$ cat src/core/f2i_pkg.sv
package f2i_pkg;
  // instruction codes on the host command port
  typedef enum logic [3:0] {
    OP_NONE, OP_CVT_SS, OP_CVT_SL, OP_CVT_DS, OP_CVT_DL, OP_LOAD_STATUS, OP_STORE_STATUS,
    OP_STORE_FAULT, OP_COPY_FLAGS, OP_SEL_SINGLE, OP_SEL_DOUBLE, OP_SEL_SHORT, OP_SEL_LONG, OP_FAULT_SET
  } op_t;
  // avalon register offsets (byte addresses)
  localparam logic [4:0] OFS_CMD = 5'h00;
  localparam logic [4:0] OFS_OPND_HI = 5'h04;
  localparam logic [4:0] OFS_OPND_MID = 5'h08;
  localparam logic [4:0] OFS_OPND_LO = 5'h0C;
  localparam logic [4:0] OFS_DATA_IN = 5'h10;
  localparam logic [4:0] OFS_STATUS = 5'h14;
  localparam logic [4:0] OFS_RESULT = 5'h18;
  localparam logic [4:0] OFS_FLAGS = 5'h1C;
  // status word fields
  localparam int DOUBLE_BIT_POS = 7;
  localparam int LONG_BIT_POS = 6;
  localparam int ERROR_BIT_POS = 15;
  localparam int INT_ENABLE_POS = 14;
  localparam logic [15:0] STATUS_RESET = 16'h0000;
  // conversion constants (octal as printed)
  localparam logic [9:0] EXP_BIAS_ONE = 10'o201;
  localparam logic [9:0] SHORT_RANGE = 10'o17;
  localparam logic [9:0] LONG_RANGE = 10'o37;
  localparam logic [9:0] SHIFT_BASE = 10'o10;
  localparam logic [7:0] SPECIAL_EXP = 8'o220;
  localparam int FIELD_MSB = 50;
  localparam int SHORT_LSB = 35;
  localparam int LONG_LSB = 19;
  localparam int MASK_MSB = 59;
  localparam int MASK_LSB = 44;
  localparam int SPECIAL_SHIFT = 9;
  localparam logic [3:0] FAULT_CVT = 4'h3;
  localparam logic [15:0] TRAP_VECTOR = 16'o244;
endpackage

$ cat src/core/f2i_store_status.sv
`timescale 1ns/100ps
module f2i_store_status
  import f2i_pkg::*;
(
  input wire logic clk,
  input wire logic rst,
  input wire logic [4:0] address,
  input wire logic read,
  input wire logic write,
  input wire logic [31:0] writedata,
  output logic [31:0] readdata,
  output logic waitrequest,
  output logic busy,
  output logic trap_req,
  output logic [15:0] trap_vector,
  output logic [3:0] host_ccodes
);
  typedef enum {S_IDLE, S_RANGE, S_ALIGN, S_NEGATE, S_SPECIAL, S_DONE} state_t;
  typedef struct packed {
    state_t st;
    logic [59:0] fraction_work_reg;
    logic [9:0] exponent_work_reg;
    logic [59:0] quotient_work_reg;
    logic [59:0] alu_operand_hold;
    logic operand_sign_flag;
    logic [59:0] scratch_acc_six;
    logic [31:0] store_output_buffer;
    logic [15:0] status_word_reg;
    logic [15:0] fault_address;
    logic [15:0] fault_code;
    logic [15:0] instr_addr;
    logic [15:0] data_in;
    logic [3:0] flags;
    logic is_long;
    logic ack;
    logic [31:0] rd;
    logic trap;
    logic [1:0] fault_idx;
  } state_s_t;
  state_s_t cur_reg, nxt;

  function automatic logic [59:0] field_inc(input logic lng);
    field_inc = lng ? (60'h1 << LONG_LSB) : (60'h1 << SHORT_LSB);
  endfunction

  logic [9:0] unbiased;
  logic [9:0] reduced;
  logic [9:0] shamt;
  logic [59:0] mask;
  logic [59:0] probe;
  logic [31:0] result_field;
  logic wr_take;
  logic rd_take;
  always_comb
  begin
    nxt = cur_reg;
    nxt.ack = 1'b0;
    nxt.trap = 1'b0;
    unbiased = cur_reg.exponent_work_reg - EXP_BIAS_ONE;
    reduced = unbiased - (cur_reg.is_long ? LONG_RANGE : SHORT_RANGE);
    shamt = 10'(SHIFT_BASE - reduced);
    mask = '0;
    mask[MASK_MSB:MASK_LSB] = '1;
    probe = ((cur_reg.fraction_work_reg & cur_reg.quotient_work_reg) << 1) - 60'h1;
    result_field = cur_reg.is_long ? cur_reg.scratch_acc_six[FIELD_MSB:LONG_LSB]
                                   : {16'h0000, cur_reg.scratch_acc_six[FIELD_MSB:SHORT_LSB]};
    wr_take = write && !cur_reg.ack;
    rd_take = read && !cur_reg.ack;
    if (wr_take || rd_take)
      nxt.ack = 1'b1;
    if (rd_take)
    begin
      unique case (address)
        OFS_STATUS: nxt.rd = {16'h0000, cur_reg.status_word_reg};
        OFS_RESULT: nxt.rd = cur_reg.store_output_buffer;
        OFS_FLAGS: nxt.rd = {27'h0, cur_reg.st != S_IDLE, cur_reg.flags};
        OFS_CMD: nxt.rd = {cur_reg.fault_code[3:0], cur_reg.fault_address, 12'h000};
        default: nxt.rd = 32'h0000_0000;
      endcase
    end
    if (wr_take)
    begin
      unique case (address)
        OFS_OPND_HI:
        begin
          nxt.operand_sign_flag = writedata[15];
          nxt.exponent_work_reg = {2'b00, writedata[14:7]};
          nxt.fraction_work_reg[59:51] = {2'b01, writedata[6:0]}; // hidden bit at 58
        end
        OFS_OPND_MID: nxt.fraction_work_reg[50:19] = writedata;
        OFS_OPND_LO: nxt.fraction_work_reg[18:3] = writedata[15:0];
        OFS_DATA_IN: nxt.data_in = writedata[15:0];
        OFS_CMD:
        if (cur_reg.st == S_IDLE)
        begin
          nxt.instr_addr = writedata[31:16];
          unique case (op_t'(writedata[3:0]))
            OP_CVT_SS, OP_CVT_SL, OP_CVT_DS, OP_CVT_DL:
            begin
              nxt.is_long = writedata[3:0] == 4'(OP_CVT_SL) || writedata[3:0] == 4'(OP_CVT_DL);
              if (writedata[3:0] == 4'(OP_CVT_SS) || writedata[3:0] == 4'(OP_CVT_SL))
                nxt.fraction_work_reg[26:0] = '0;
              nxt.scratch_acc_six = '0;
              nxt.st = S_RANGE;
            end
            OP_LOAD_STATUS: nxt.status_word_reg = cur_reg.data_in;
            OP_STORE_STATUS: nxt.store_output_buffer = {16'h0000, cur_reg.status_word_reg};
            OP_STORE_FAULT:
              nxt.store_output_buffer = (writedata[6:4] == 3'h0) ? {28'h0, cur_reg.fault_code[3:0]}
                                                                 : {12'h0, cur_reg.fault_code[3:0], cur_reg.fault_address};
            OP_COPY_FLAGS: nxt.flags = cur_reg.flags;
            OP_SEL_SINGLE: nxt.status_word_reg[DOUBLE_BIT_POS] = 1'b0;
            OP_SEL_DOUBLE: nxt.status_word_reg[DOUBLE_BIT_POS] = 1'b1;
            OP_SEL_SHORT: nxt.status_word_reg[LONG_BIT_POS] = 1'b0;
            OP_SEL_LONG: nxt.status_word_reg[LONG_BIT_POS] = 1'b1;
            default: ;
          endcase
        end
        default: ;
      endcase
    end
    unique case (cur_reg.st)
      S_IDLE: ;
      S_RANGE:
      begin
        nxt.flags = '0;
        nxt.flags[2] = 1'b0;
        if (unbiased[9])
        begin
          nxt.flags[2] = 1'b1;
          nxt.scratch_acc_six = '0;
          nxt.st = S_DONE;
        end
        else if (reduced == 10'h000)
        begin
          if (!cur_reg.is_long && cur_reg.operand_sign_flag && cur_reg.exponent_work_reg[7:0] == SPECIAL_EXP)
          begin
            nxt.quotient_work_reg = mask;
            nxt.st = S_SPECIAL;
          end
          else
            nxt.st = S_IDLE;
          if (!(!cur_reg.is_long && cur_reg.operand_sign_flag && cur_reg.exponent_work_reg[7:0] == SPECIAL_EXP))
          begin
            nxt.fault_code = {12'h000, FAULT_CVT};
            nxt.fault_address = cur_reg.instr_addr;
            nxt.status_word_reg[ERROR_BIT_POS] = 1'b1;
            nxt.trap = cur_reg.status_word_reg[INT_ENABLE_POS];
            nxt.scratch_acc_six = '0;
          end
        end
        else if (!reduced[9])
        begin
          nxt.flags[0] = 1'b0;
          nxt.scratch_acc_six = '0;
          nxt.st = S_DONE;
        end
        else
          nxt.st = S_ALIGN;
      end
      S_ALIGN:
      begin
        nxt.scratch_acc_six = (cur_reg.fraction_work_reg >> shamt) & (cur_reg.is_long
          ? {9'h0, 32'hFFFF_FFFF, 19'h0} : {9'h0, 16'hFFFF, 35'h0});
        nxt.st = cur_reg.operand_sign_flag ? S_NEGATE : S_DONE;
      end
      S_NEGATE:
      begin
        nxt.alu_operand_hold = ~cur_reg.scratch_acc_six;
        nxt.scratch_acc_six = (~cur_reg.scratch_acc_six + field_inc(cur_reg.is_long))
          & (cur_reg.is_long ? {9'h0, 32'hFFFF_FFFF, 19'h0} : {9'h0, 16'hFFFF, 35'h0});
        nxt.flags[3] = 1'b1;
        nxt.st = S_DONE;
      end
      S_SPECIAL:
      begin
        if (!probe[MASK_MSB])
          nxt.scratch_acc_six = (probe + 60'h1) >> SPECIAL_SHIFT;
        else
        begin
          nxt.fault_code = {12'h000, FAULT_CVT};
          nxt.fault_address = cur_reg.instr_addr;
          nxt.status_word_reg[ERROR_BIT_POS] = 1'b1;
          nxt.trap = cur_reg.status_word_reg[INT_ENABLE_POS];
        end
        nxt.flags[3] = 1'b1;
        nxt.st = probe[MASK_MSB] ? S_IDLE : S_DONE;
      end
      S_DONE:
      begin
        nxt.store_output_buffer = result_field;
        nxt.st = S_IDLE;
      end
      default: nxt.st = S_IDLE;
    endcase
  end

  always_ff @(posedge clk)
  begin
    if (rst)
    begin
      cur_reg <= '0;
      cur_reg.st <= S_IDLE;
      cur_reg.status_word_reg <= STATUS_RESET;
    end
    else
      cur_reg <= nxt;
  end

  assign waitrequest = (read || write) && !cur_reg.ack;
  assign readdata = cur_reg.rd;
  assign busy = cur_reg.st != S_IDLE;
  assign trap_req = cur_reg.trap;
  assign trap_vector = TRAP_VECTOR;
  assign host_ccodes = cur_reg.flags;

  chk_zero_store: assert property (@(posedge clk) disable iff (rst)
    (cur_reg.st == S_RANGE && unbiased[9]) |=> (cur_reg.flags[2] && cur_reg.scratch_acc_six == '0))
    else $error("small operand not stored as zero");
  chk_overflow_zero: assert property (@(posedge clk) disable iff (rst)
    (cur_reg.st == S_RANGE && !unbiased[9] && !reduced[9] && reduced != 0) |=> ##1 (cur_reg.store_output_buffer == 0))
    else $error("overflow did not store zeros");
  chk_positive_path: assert property (@(posedge clk) disable iff (rst)
    (cur_reg.st == S_ALIGN && !cur_reg.operand_sign_flag) |=> cur_reg.st == S_DONE)
    else $error("positive operand negated");
  chk_trap_enable: assert property (@(posedge clk) disable iff (rst)
    trap_req |-> $past(cur_reg.status_word_reg[INT_ENABLE_POS]))
    else $error("trap without enable");
  chk_error_bit: assert property (@(posedge clk) disable iff (rst)
    $rose(trap_req) |-> cur_reg.status_word_reg[ERROR_BIT_POS] && cur_reg.fault_code[3:0] == FAULT_CVT)
    else $error("error bit not set on fault");
  chk_bus_answer: assert property (@(posedge clk) disable iff (rst)
    (read || write) && waitrequest |=> !waitrequest || !(read || write))
    else $error("bus answer late");
  chk_done_out: assert property (@(posedge clk) disable iff (rst)
    cur_reg.st == S_DONE |=> cur_reg.store_output_buffer == $past(result_field))
    else $error("result not buffered");
  chk_long_sel: assert property (@(posedge clk) disable iff (rst)
    (write && !cur_reg.ack && address == OFS_CMD && cur_reg.st == S_IDLE && writedata[3:0] == 4'(OP_SEL_LONG))
      |=> cur_reg.status_word_reg[LONG_BIT_POS])
    else $error("long select failed");
endmodule

$ cat config.mk
export PLATFORM = sky130hd
export DESIGN_NAME = f2i_store_status
export DESIGN_NICKNAME = d
export VERILOG_FILES = /design/src/core/f2i_pkg.sv /design/src/core/f2i_store_status.sv
export SDC_FILE = /design/constraint.sdc
export NUM_CORES = 1
export LEC_CHECK = 0
export BUFFER_PORTS_ARGS = -buffer_cell sky130_fd_sc_hd__buf_2
export CAP_MARGIN = 20
export CORE_MARGIN = 3
export CORE_UTILIZATION = 45
export CTS_CLUSTER_DIAMETER = 50
export DETAILED_ROUTE_END_ITERATION = 6
export HOLD_SLACK_MARGIN = 0.1
export PLACE_DENSITY_LB_ADDON = 0.2
export SETUP_SLACK_MARGIN = 0.4
export SLEW_MARGIN = 20
export SYNTH_ARGS = -nofsm -noshare
export SYNTH_HDL_FRONTEND = slang
export SYNTH_SLANG_ARGS = --single-unit
$ cat constraint.sdc
create_clock -name clk -period 5.44 [get_ports clk]
set_input_delay 1.088 -clock clk [delete_from_list [all_inputs] [get_ports clk]]
set_output_delay 1.088 -clock clk [all_outputs]
set_load 0.05 [all_outputs]
==> impl_metrics.yaml, run 1 <==
outcome:
  status: "finished clean"
logic_synthesis:
  ys_warn_count: 0
  ys_ff_latch: 219
  synth_area_per_cell_um2: 8.195
  yosysUniqueCellTypes: 82
  synth_edf_count: 0
  ys_seq_area_share_pct: 31.07
  async_reset_ff_share_pct: 0
  syn_inst: 1722
  ys.flop_type: "dfxtp_1"
  synthesis.area_mm2: 0.01411
floorplan:
  core_area_mm2: 0.03075
  dieArea_mm2: 0.03352
  start_util_pct: 45.89
  die_w_um: 183.1
  die_h_um: 183.1
  ios: 96
  fp-row-count: 64
worst_setup_path:
  crit_arrival_ps: 5120
  end_kind: "flop"
  crit_buf_inv: 2
  critPathLaunchType: "flop"
  crit_chain: "inv_1, ha_2, or4b_1, nand2_1, ha_1, nand4bb_1, o221ai_1, or2_2, a211oi_2, or4b_1, a311oi_4, buf_4, a41oi_1, o32ai_1"
  crit_family: "simple AND/OR/NAND/NOR gates"
  critical-path-max-stage-delay_ps: 530
  cp_max_fo: 38
  crit_required_ps: 5910
  cp_common_cell: "or4b_1"
  critPathSlowestCell: "or4b_1"
  criticalPathCategory: "reg -> reg"
route:
  num_vias: 13279
  dr.pass1.iters: 5
  postRouteAntennaNets: 0
  post_drt_via_cell_ratio: 6.348
  drt_wl_total_mm: 48.59
  drtIter0Drc: 1396
  drc: 0
  wl_per_cell_um: 23.23
clock_network:
  cts_setup_buffers: 0
  htreeDepth: 1
  cts_tree: "done"
  numClockSinks: 219
  cts_made_buffers: 28
  cts_hold_buf: 0
  clkTransAtPathRegs_ps: 60
  cts_resized: 0
  cts.path.max_buffers: 3
  cts_root_buf: "clkbuf_16"
  clk_latency_ps: 570
sta:
  fin_crit_sh_pct: 85.43
  hold_viol: 0
  timing.hold.ws_ps: 453.8
  max_freq_mhz: 215.2
  worstMarginPinSlew_ps: 1097
  post-route-min-period_ps: 4647
  slew_headroom_pct: 26.88
  tns_ps: 0
  rsz0062_at_grt: "false"
  skew_ps: 16.25
  slew_viol_final: 0
  setup_violations: 0
power:
  total_power_mw: 3.877
  p_leak_nw: 5.774
  p_per_area_mw_per_mm2: 251.5
  ir_worst_vdd_v: 0.0002522
min_path:
  hp-class: "reg -> reg"
layout:
  final_common_cell: "dfxtp_1"
  area_growth_pct: 9.220
  largest_register_ffs: 184
  multi_input_area_mm2: 0.008737
  drive_gt1_share_pct: 14.56
  seq_area_mm2: 0.004385
  n_fill_cell: 3045
  fin_nets: 1724
  final_cell_mix: "dfxtp_1, nor2_1, nand2_1"
  diodes: 0
global_route:
  grt.overflow.total: 0
  grt_pass1_wl_mm: 73.33
  grt_pass1_vias: 11991
  grt_use_total_pct: 27.87
  grt_max_degree: 137
  antenna_found_initial: 0
placement:
  port_buffers: 77
  gp_congestion: 0.9636
  post-dp-hpwl_mm: 35.35
job:
  drv_cap: 0
## final cells by class
class	instances	area share, %
Tap cell	396	3.215
Sequential cell	219	28.45
Clock buffer	32	4.838
Inverter	28	0.6819
Timing Repair Buffer	111	4.278
Multi-Input combinational cell	1286	56.68
Clock inverter	20	1.851
## power by group
| part | internal (mW) | total, mW | switching [mW] |
|---|---|---|---|
| sequential | 1.61 | 1.61 | 0.00616 |
| combinational | 0.0608 | 0.229 | 0.169 |
| clock | 1.24 | 2.03 | 0.795 |
| total | 2.91 | 3.88 | 0.970 |
## synthesized netlist by cell type (23+ instances only)
cell / count / area [um2]
a211oi_1: 46 / 345.3
a21oi_1: 128 / 640.6
nand3_1: 36 / 180.2
a22oi_1: 71 / 533.0
a22o_1: 23 / 201.4
nor2_1: 192 / 720.7
mux2i_1: 122 / 1221
clkbuf_1: 123 / 461.7
o21ai_0: 49 / 245.2
nand2_1: 182 / 683.2
buf_4: 53 / 397.9
dfxtp_1: 219 / 4384
nor3_1: 42 / 210.2
mux4_2: 43 / 968.4
inv_1: 27 / 101.4
## per-stage QoR
| step | utilization, % | area (um2) | std cells | worst slack, ps |
|---|---|---|---|---|
| floorplan | - | 14170 | 1738 | 1112 |
| global placement | 46.72 | 14370 | 2040 | 774.6 |
| detailed placement | 46.72 | 14370 | 2040 | 626.5 |
| CTS | 50.08 | 15400 | 2092 | 593.3 |
| global route | 50.13 | 15410 | 2092 | 493.4 |
| finish | 50.13 | 15410 | 2092 | 792.9 |
## worst min-delay path: stages (launching register included)
cell,delay (ps)
dfxtp_1,310
nand2_1,50
a21oi_1,50
## logic make-up (layout without fill, tap and decap cells)
group | Yosys count | after routing | share of synthesized area, %
AND/OR/NAND/NOR | 601 | 601 | 19.91
AO/OA/AOI/OAI | 442 | 442 | 21.22
buffers and inverters | 233 | 191 | 7.873
flip-flops | 219 | 219 | 31.07
multiplexers | 180 | 180 | 16.71
XOR/XNOR | 36 | 36 | 2.367
adder cells (fa/ha/maj) | 9 | 9 | 0.7980
other | 2 | 18 | 0.05322
## worst paths after layout
kind / startpoint / to / slack (ps) / depth (start not counted)
worst max-delay path: cur_reg[335] / cur_reg[178] / 790 / 14
worst min-delay path: cur_reg[72] / cur_reg[72] / 450 / 2
worst max register to register: cur_reg[335] / cur_reg[178] / 790 / 14
worst min register to register: cur_reg[72] / cur_reg[72] / 450 / 2
## per-layer routing
metal | wire length [um] | global-route usage, %
met5 | 0 | 0
met3 | 4218 | 4.363
met1 | 21390 | 40.63
met4 | 1784 | 9.324
met2 | 21200 | 42.25
Note: power is estimated with default switching activity, not from simulation.
==> run 2: changes to the inputs <==
--- a/config.mk
+++ b/config.mk
@@ -5,6 +5,7 @@
 export SDC_FILE = /design/constraint.sdc
 export NUM_CORES = 1
 export LEC_CHECK = 0
+export ABC_AREA = 1
 export BUFFER_PORTS_ARGS = -buffer_cell sky130_fd_sc_hd__buf_2
 export CAP_MARGIN = 20
 export CORE_MARGIN = 3
==> impl_metrics.yaml, run 2 <==
outcome:
  status: "finished, violations left"
  failed_checks: "design-rule violations"
logic_synthesis:
  yosysUniqueCellTypes: 48
  synthTopCellsByCount: "nand2_1, nand3_1, nor2_1"
  synth_area_per_cell_um2: 6.343
  netlist.top_cell.by_area: "dfxtp_1"
  ys.flop_type: "dfxtp_1"
  ys_warn_count: 0
  yosysMostFrequentCell: "nand2_1"
  synth_top_area_share_pct: 32.09
  ys_ff_latch: 219
  synth_area_leaders: "dfxtp_1, nand3_1, nand2_1"
  ys_seq_area_share_pct: 32.09
  synth_edf_count: 0
  synthesis.area_mm2: 0.01366
  async_reset_ff_share_pct: 0
  syn_inst: 2154
floorplan:
  fp-row-count: 63
  start_util_pct: 45.86
  die_w_um: 180.3
  core_area_mm2: 0.02980
  die_h_um: 180.3
  dieArea_mm2: 0.03249
  ios: 96
layout:
  largest_register_ffs: 184
  final_area_mm2: 0.01485
  diodes: 0
  fin_nets: 2170
  drive_gt1_share_pct: 9.486
  final_cell_mix: "nand2_1, nand3_1, nor2_1"
  final_common_cell: "nand2_1"
  area_growth_pct: 8.691
worst_setup_path:
  crit_chain: "inv_2, buf_4, ha_1, nor2_1, inv_1, nor2_4, nand3_2, nand2_1, inv_2, nand3_2, nand2_2, nor2_4, nand3_2, a21oi_4, nand2_1, o21ai_0, nand2_1, nand2_1, nand3_1, nand2_1, nand2_1, nand2_1, nand2_1, a21oi_1"
  criticalPathCategory: "reg -> reg"
  cp_max_fo: 44
  critPathLaunchType: "flop"
  crit_required_ps: 5910
  end_kind: "flop"
  critical-path-max-stage-delay_ps: 670
  cp_common_cell: "nand2_1"
  critPathSlowestCell: "a21oi_4"
  crit_arrival_ps: 5020
power:
  p_per_area_mw_per_mm2: 262.7
  total_power_mw: 3.901
  ir_worst_vdd_v: 0.0002035
  p_leak_nw: 6.153
placement:
  port_buffers: 77
  post-dp-hpwl_mm: 36.25
  post_dp_cell_area_mm2: 0.01388
  gp_congestion: 0.9431
sta:
  skew_ps: 26.69
  setup_violations: 0
  rsz0062_at_grt: "false"
  max_freq_mhz: 219.8
  worstMarginPinSlew_ps: 1035
  tns_ps: 0
  slew_viol_final: 0
  post-route-min-period_ps: 4549
  hold_viol: 0
  fin_crit_sh_pct: 83.63
  slew_headroom_pct: 30.98
global_route:
  grt_max_degree: 90
  grt_use_total_pct: 28.84
  antenna_found_initial: 1
  grt.overflow.total: 0
  grt_pass1_vias: 13140
  grt_pass1_wl_mm: 76.37
route:
  post_drt_via_cell_ratio: 5.813
  drc: 2
  dr.pass1.iters: 7
  wl_per_cell_um: 19.39
  drt_wl_total_mm: 49.05
  drtIter0Drc: 1690
  postRouteAntennaNets: 0
  num_vias: 14707
clock_network:
  cts_made_buffers: 29
  cts.path.max_buffers: 3
  clk_latency_ps: 560
  htreeDepth: 1
  numClockSinks: 219
  clkTransAtPathRegs_ps: 60
  cts_root_buf: "clkbuf_16"
  cts_hold_buf: 0
  cts_resized: 0
  cts_tree: "done"
  cts_setup_buffers: 0
job:
  drv_cap: 0
min_path:
  hp-class: "reg -> reg"
## run 2: area by class of cell
type	instances	area (um2)
Multi-Input combinational cell	1595	7761
Inverter	171	641.9
Sequential cell	219	4384
Timing Repair Buffer	104	608.1
Clock inverter	11	130.1
Clock buffer	40	837.1
Tap cell	390	488.0
Fill cell	3080	14950
## run 2: cell families (layout without fill, tap and decap cells)
group	count (synthesis)	count (layout)	synth area share, %
other	2	18	0.05497
XOR/XNOR	27	27	1.786
AO/OA/AOI/OAI	455	455	18.10
buffers and inverters	356	326	11.73
AND/OR/NAND/NOR	1086	1086	35.42
adder cells (fa/ha/maj)	9	9	0.8242
flip-flops	219	219	32.09
## run 2: worst max-delay path: cells and delay by family, from the launching register on
family | cells | cell delay (ps)
AO/OA/AOI/OAI | 3 | 1230
AND/OR/NAND/NOR | 16 | 1940
buffers and inverters | 4 | 610
flip-flops | 1 | 320
adder cells (fa/ha/maj) | 1 | 330
## run 2: per-layer routing
layer	GRT usage [%]	up-vias	part of all wire (%)
met5	0	-	0.037
met4	11.54	2	4.8
met3	2.907	117	7.7
met2	43.46	649	43
met1	42.30	6811	45
li1	-	7128	-
## run 2: stage by stage
step | hold WS [ps] | instances | setup slack, ps | util (%)
floorplan | 430.0 | 2170 | 1901 | -
global route | 479.7 | 2530 | 625.2 | 49.84
detailed placement | 451.9 | 2479 | 852.0 | 46.59
finish | 459.5 | 2530 | 890.6 | 49.84
CTS | 461.3 | 2530 | 1074 | 49.84
global placement | 449.0 | 2478 | 854.6 | 46.49
## run 2: path summary, 6_finish.rpt
path / end / depth (start not counted) / slack [ps] / start
setup / recovery: cur_reg[183] / 24 / 890 / cur_reg[334]
hold / removal: readdata[26] / 2 / 460 / readdata[26]
setup reg to reg: cur_reg[183] / 24 / 890 / cur_reg[334]
hold reg to reg: readdata[26] / 2 / 460 / readdata[26]
## run 2: power by group
| group | internal (mW) | total (mW) | switching [mW] |
|---|---|---|---|
| registers | 1.61 | 1.62 | 0.00855 |
| clock network | 1.17 | 1.91 | 0.742 |
| logic | 0.0918 | 0.370 | 0.278 |
==> run 3: changes to the inputs <==
--- a/config.mk
+++ b/config.mk
@@ -5,7 +5,7 @@
 export SDC_FILE = /design/constraint.sdc
 export NUM_CORES = 1
 export LEC_CHECK = 0
-export ABC_AREA = 1
+export ABC_AREA = 0
 export BUFFER_PORTS_ARGS = -buffer_cell sky130_fd_sc_hd__buf_2
 export CAP_MARGIN = 20
 export CORE_MARGIN = 3
==> constraint.sdc (replaced) <==
create_clock -name clk -period 3.65 [get_ports clk]
set_input_delay 0.73 -clock clk [delete_from_list [all_inputs] [get_ports clk]]
set_output_delay 0.73 -clock clk [all_outputs]
set_load 0.05 [all_outputs]
==> impl_metrics.yaml, run 3 (synthesis results as in run 1) <==
layout:
  drive_gt1_share_pct: 19.90
  diodes: 0
  final_cell_mix: "dfxtp_1, nor2_1, nand2_1"
  area_growth_pct: 16.50
  fin_util_pct: 53.47
  n_fill_cell: 2983
  multi_input_area_mm2: 0.008887
  fin_nets: 1810
  final_common_cell: "dfxtp_1"
  seq_area_mm2: 0.004389
  largest_register_ffs: 184
floorplan:
  die_w_um: 183.1
  die_h_um: 183.1
  start_util_pct: 45.89
  ios: 96
  fp-row-count: 64
  dieArea_mm2: 0.03352
  core_area_mm2: 0.03075
sta:
  hold_viol: 0
  max_freq_mhz: 277.9
  fin_crit_sh_pct: 98.57
  setup_violations: 0
  worstMarginPinSlew_ps: 871.2
  skew_ps: 17.72
  fin_ws_ps: 52.12
  timing.hold.ws_ps: 418.2
  post-route-min-period_ps: 3598
  slew_headroom_pct: 41.31
  rsz0062_at_grt: "true"
  slew_viol_final: 0
outcome:
  failed_checks: "design-rule violations"
  status: "finished, violations left"
route:
  drt_wl_total_mm: 50.62
  post_drt_via_cell_ratio: 6.287
  dr.pass1.iters: 7
  num_vias: 13706
  postRouteAntennaNets: 0
  wl_per_cell_um: 23.22
  drtIter0Drc: 1647
  drc: 1
worst_setup_path:
  startpoint: "cur_reg[334]"
  critPathLaunchType: "flop"
  crit_required_ps: 4100
  cp_max_fo: 19
  criticalPathCategory: "reg -> reg"
  reg2reg_from: "cur_reg[334]"
  crit_end: "cur_reg[174]"
  end_kind: "flop"
  r2r_cells: 15
  r2r-end: "cur_reg[174]"
  r2r_slack_ps: 50
  crit_arrival_ps: 4050
min_path:
  hp-class: "in -> reg"
  hp-start: "writedata[19]"
clock_network:
  cts.path.max_buffers: 3
  cts_made_buffers: 30
  htreeDepth: 1
  cts_hold_buf: 0
  clkTransAtPathRegs_ps: 60
  clk_latency_ps: 560
  numClockSinks: 219
  cts_tree: "done"
  cts_root_buf: "clkbuf_16"
placement:
  place_ws_ps: -63.93
  port_buffers: 77
  gp_congestion: 0.9689
  post-dp-hpwl_mm: 37.24
power:
  ir_worst_vdd_v: 0.0004124
  p_leak_nw: 6.318
  total_power_mw: 5.957
  p_per_area_mw_per_mm2: 362.4
global_route:
  grtUsageMet3_pct: 6.168
  antenna_found_initial: 0
  grt_use_total_pct: 29.45
  use_met1_pct: 41.96
  grt_use_met2_pct: 43.74
  grt_pass1_vias: 12709
  busiest_layer: "met2"
  grt.overflow.total: 0
  grt_max_degree: 114
  grt_pass1_wl_mm: 76.98
job:
  drv_cap: 0
[run 3: cell types whose count changed in the layout (fill, tap and decap cells not counted), sizes merged, moves of 43 or more]
| cell | previous run | this run |
|---|---|---|
| nand2 | 413 | 182 |
| nor2 | 247 | 192 |
| a211oi | 5 | 48 |
| a21oi | 176 | 128 |
| nand3 | 330 | 36 |
| a22oi | 1 | 71 |
| inv | 170 | 36 |
| mux2i | 0 | 122 |
| mux4 | 0 | 43 |
| buf | 104 | 193 |
| o21ai | 198 | 52 |
[run 3: layout make-up]
type                    count  share of cell area, %
multi-input cells        1286                  54.06
well taps                 396                  3.014
clock inverters            20                  1.575
flip-flops and latches    219                  26.70
inverters                  28                 0.6849
clock buffers              36                  5.076
repair buffers            195                  8.896
[run 3: repair_timing]
| item | CTS | global route |
|---|---|---|
| gates cloned | 4 | 0 |
| endpoints found under the setup margin | 32 | 49 |
| buffers inserted | 13 | 0 |
| pin swaps | 16 | 11 |
| resized for setup | 20 | 16 |
[run 3: worst min path at each step]
stage	to	slack, ps	cells after the start
4_1_cts	cur_reg[382]	400	3
3_3_place_gp	cur_reg[44]	440	2
2_1_floorplan	cur_reg[363]	430	2
3_5_place_dp	cur_reg[44]	450	2
6_report	cur_reg[382]	420	3
5_1_grt	cur_reg[381]	420	3
[run 3: worst max-delay path, cell delays in order (launching register included)]
cell and delay (ps):
dfxtp_4 360, inv_8 50, ha_4 120, or4b_4 480, nand2_4 80, ha_4 220, nand4bb_1 120, o221ai_2 110
or2_4 250, a211oi_2 180, or4b_4 510, a311oi_4 300, buf_4 170, buf_12 150, a31oi_1 110, o32ai_1 270
[run 3: layer usage]
metal  vias up  wire [um]
met2       689      22080
met3       130       5146
met1      6552      21220
li1       6335          -
met5         -          0
met4         0       2172
[run 3: stage by stage]
stage | cell area (um2) | instances | TNS (ps)
6_report | 16440 | 2180 | 0
5_1_grt | 16440 | 2180 | -1690
4_1_cts | 16360 | 2180 | 0
3_5_place_dp | 14970 | 2107 | -161.6
3_3_place_gp | 14960 | 2106 | 0
2_1_floorplan | 14250 | 1738 | -3692
[run 3: power by group]
part	leakage [nW]	internal (mW)	switching, mW
clock	0.540	1.95	1.21
combinational	4.01	0.131	0.272
sequential	1.77	2.40	0.00687
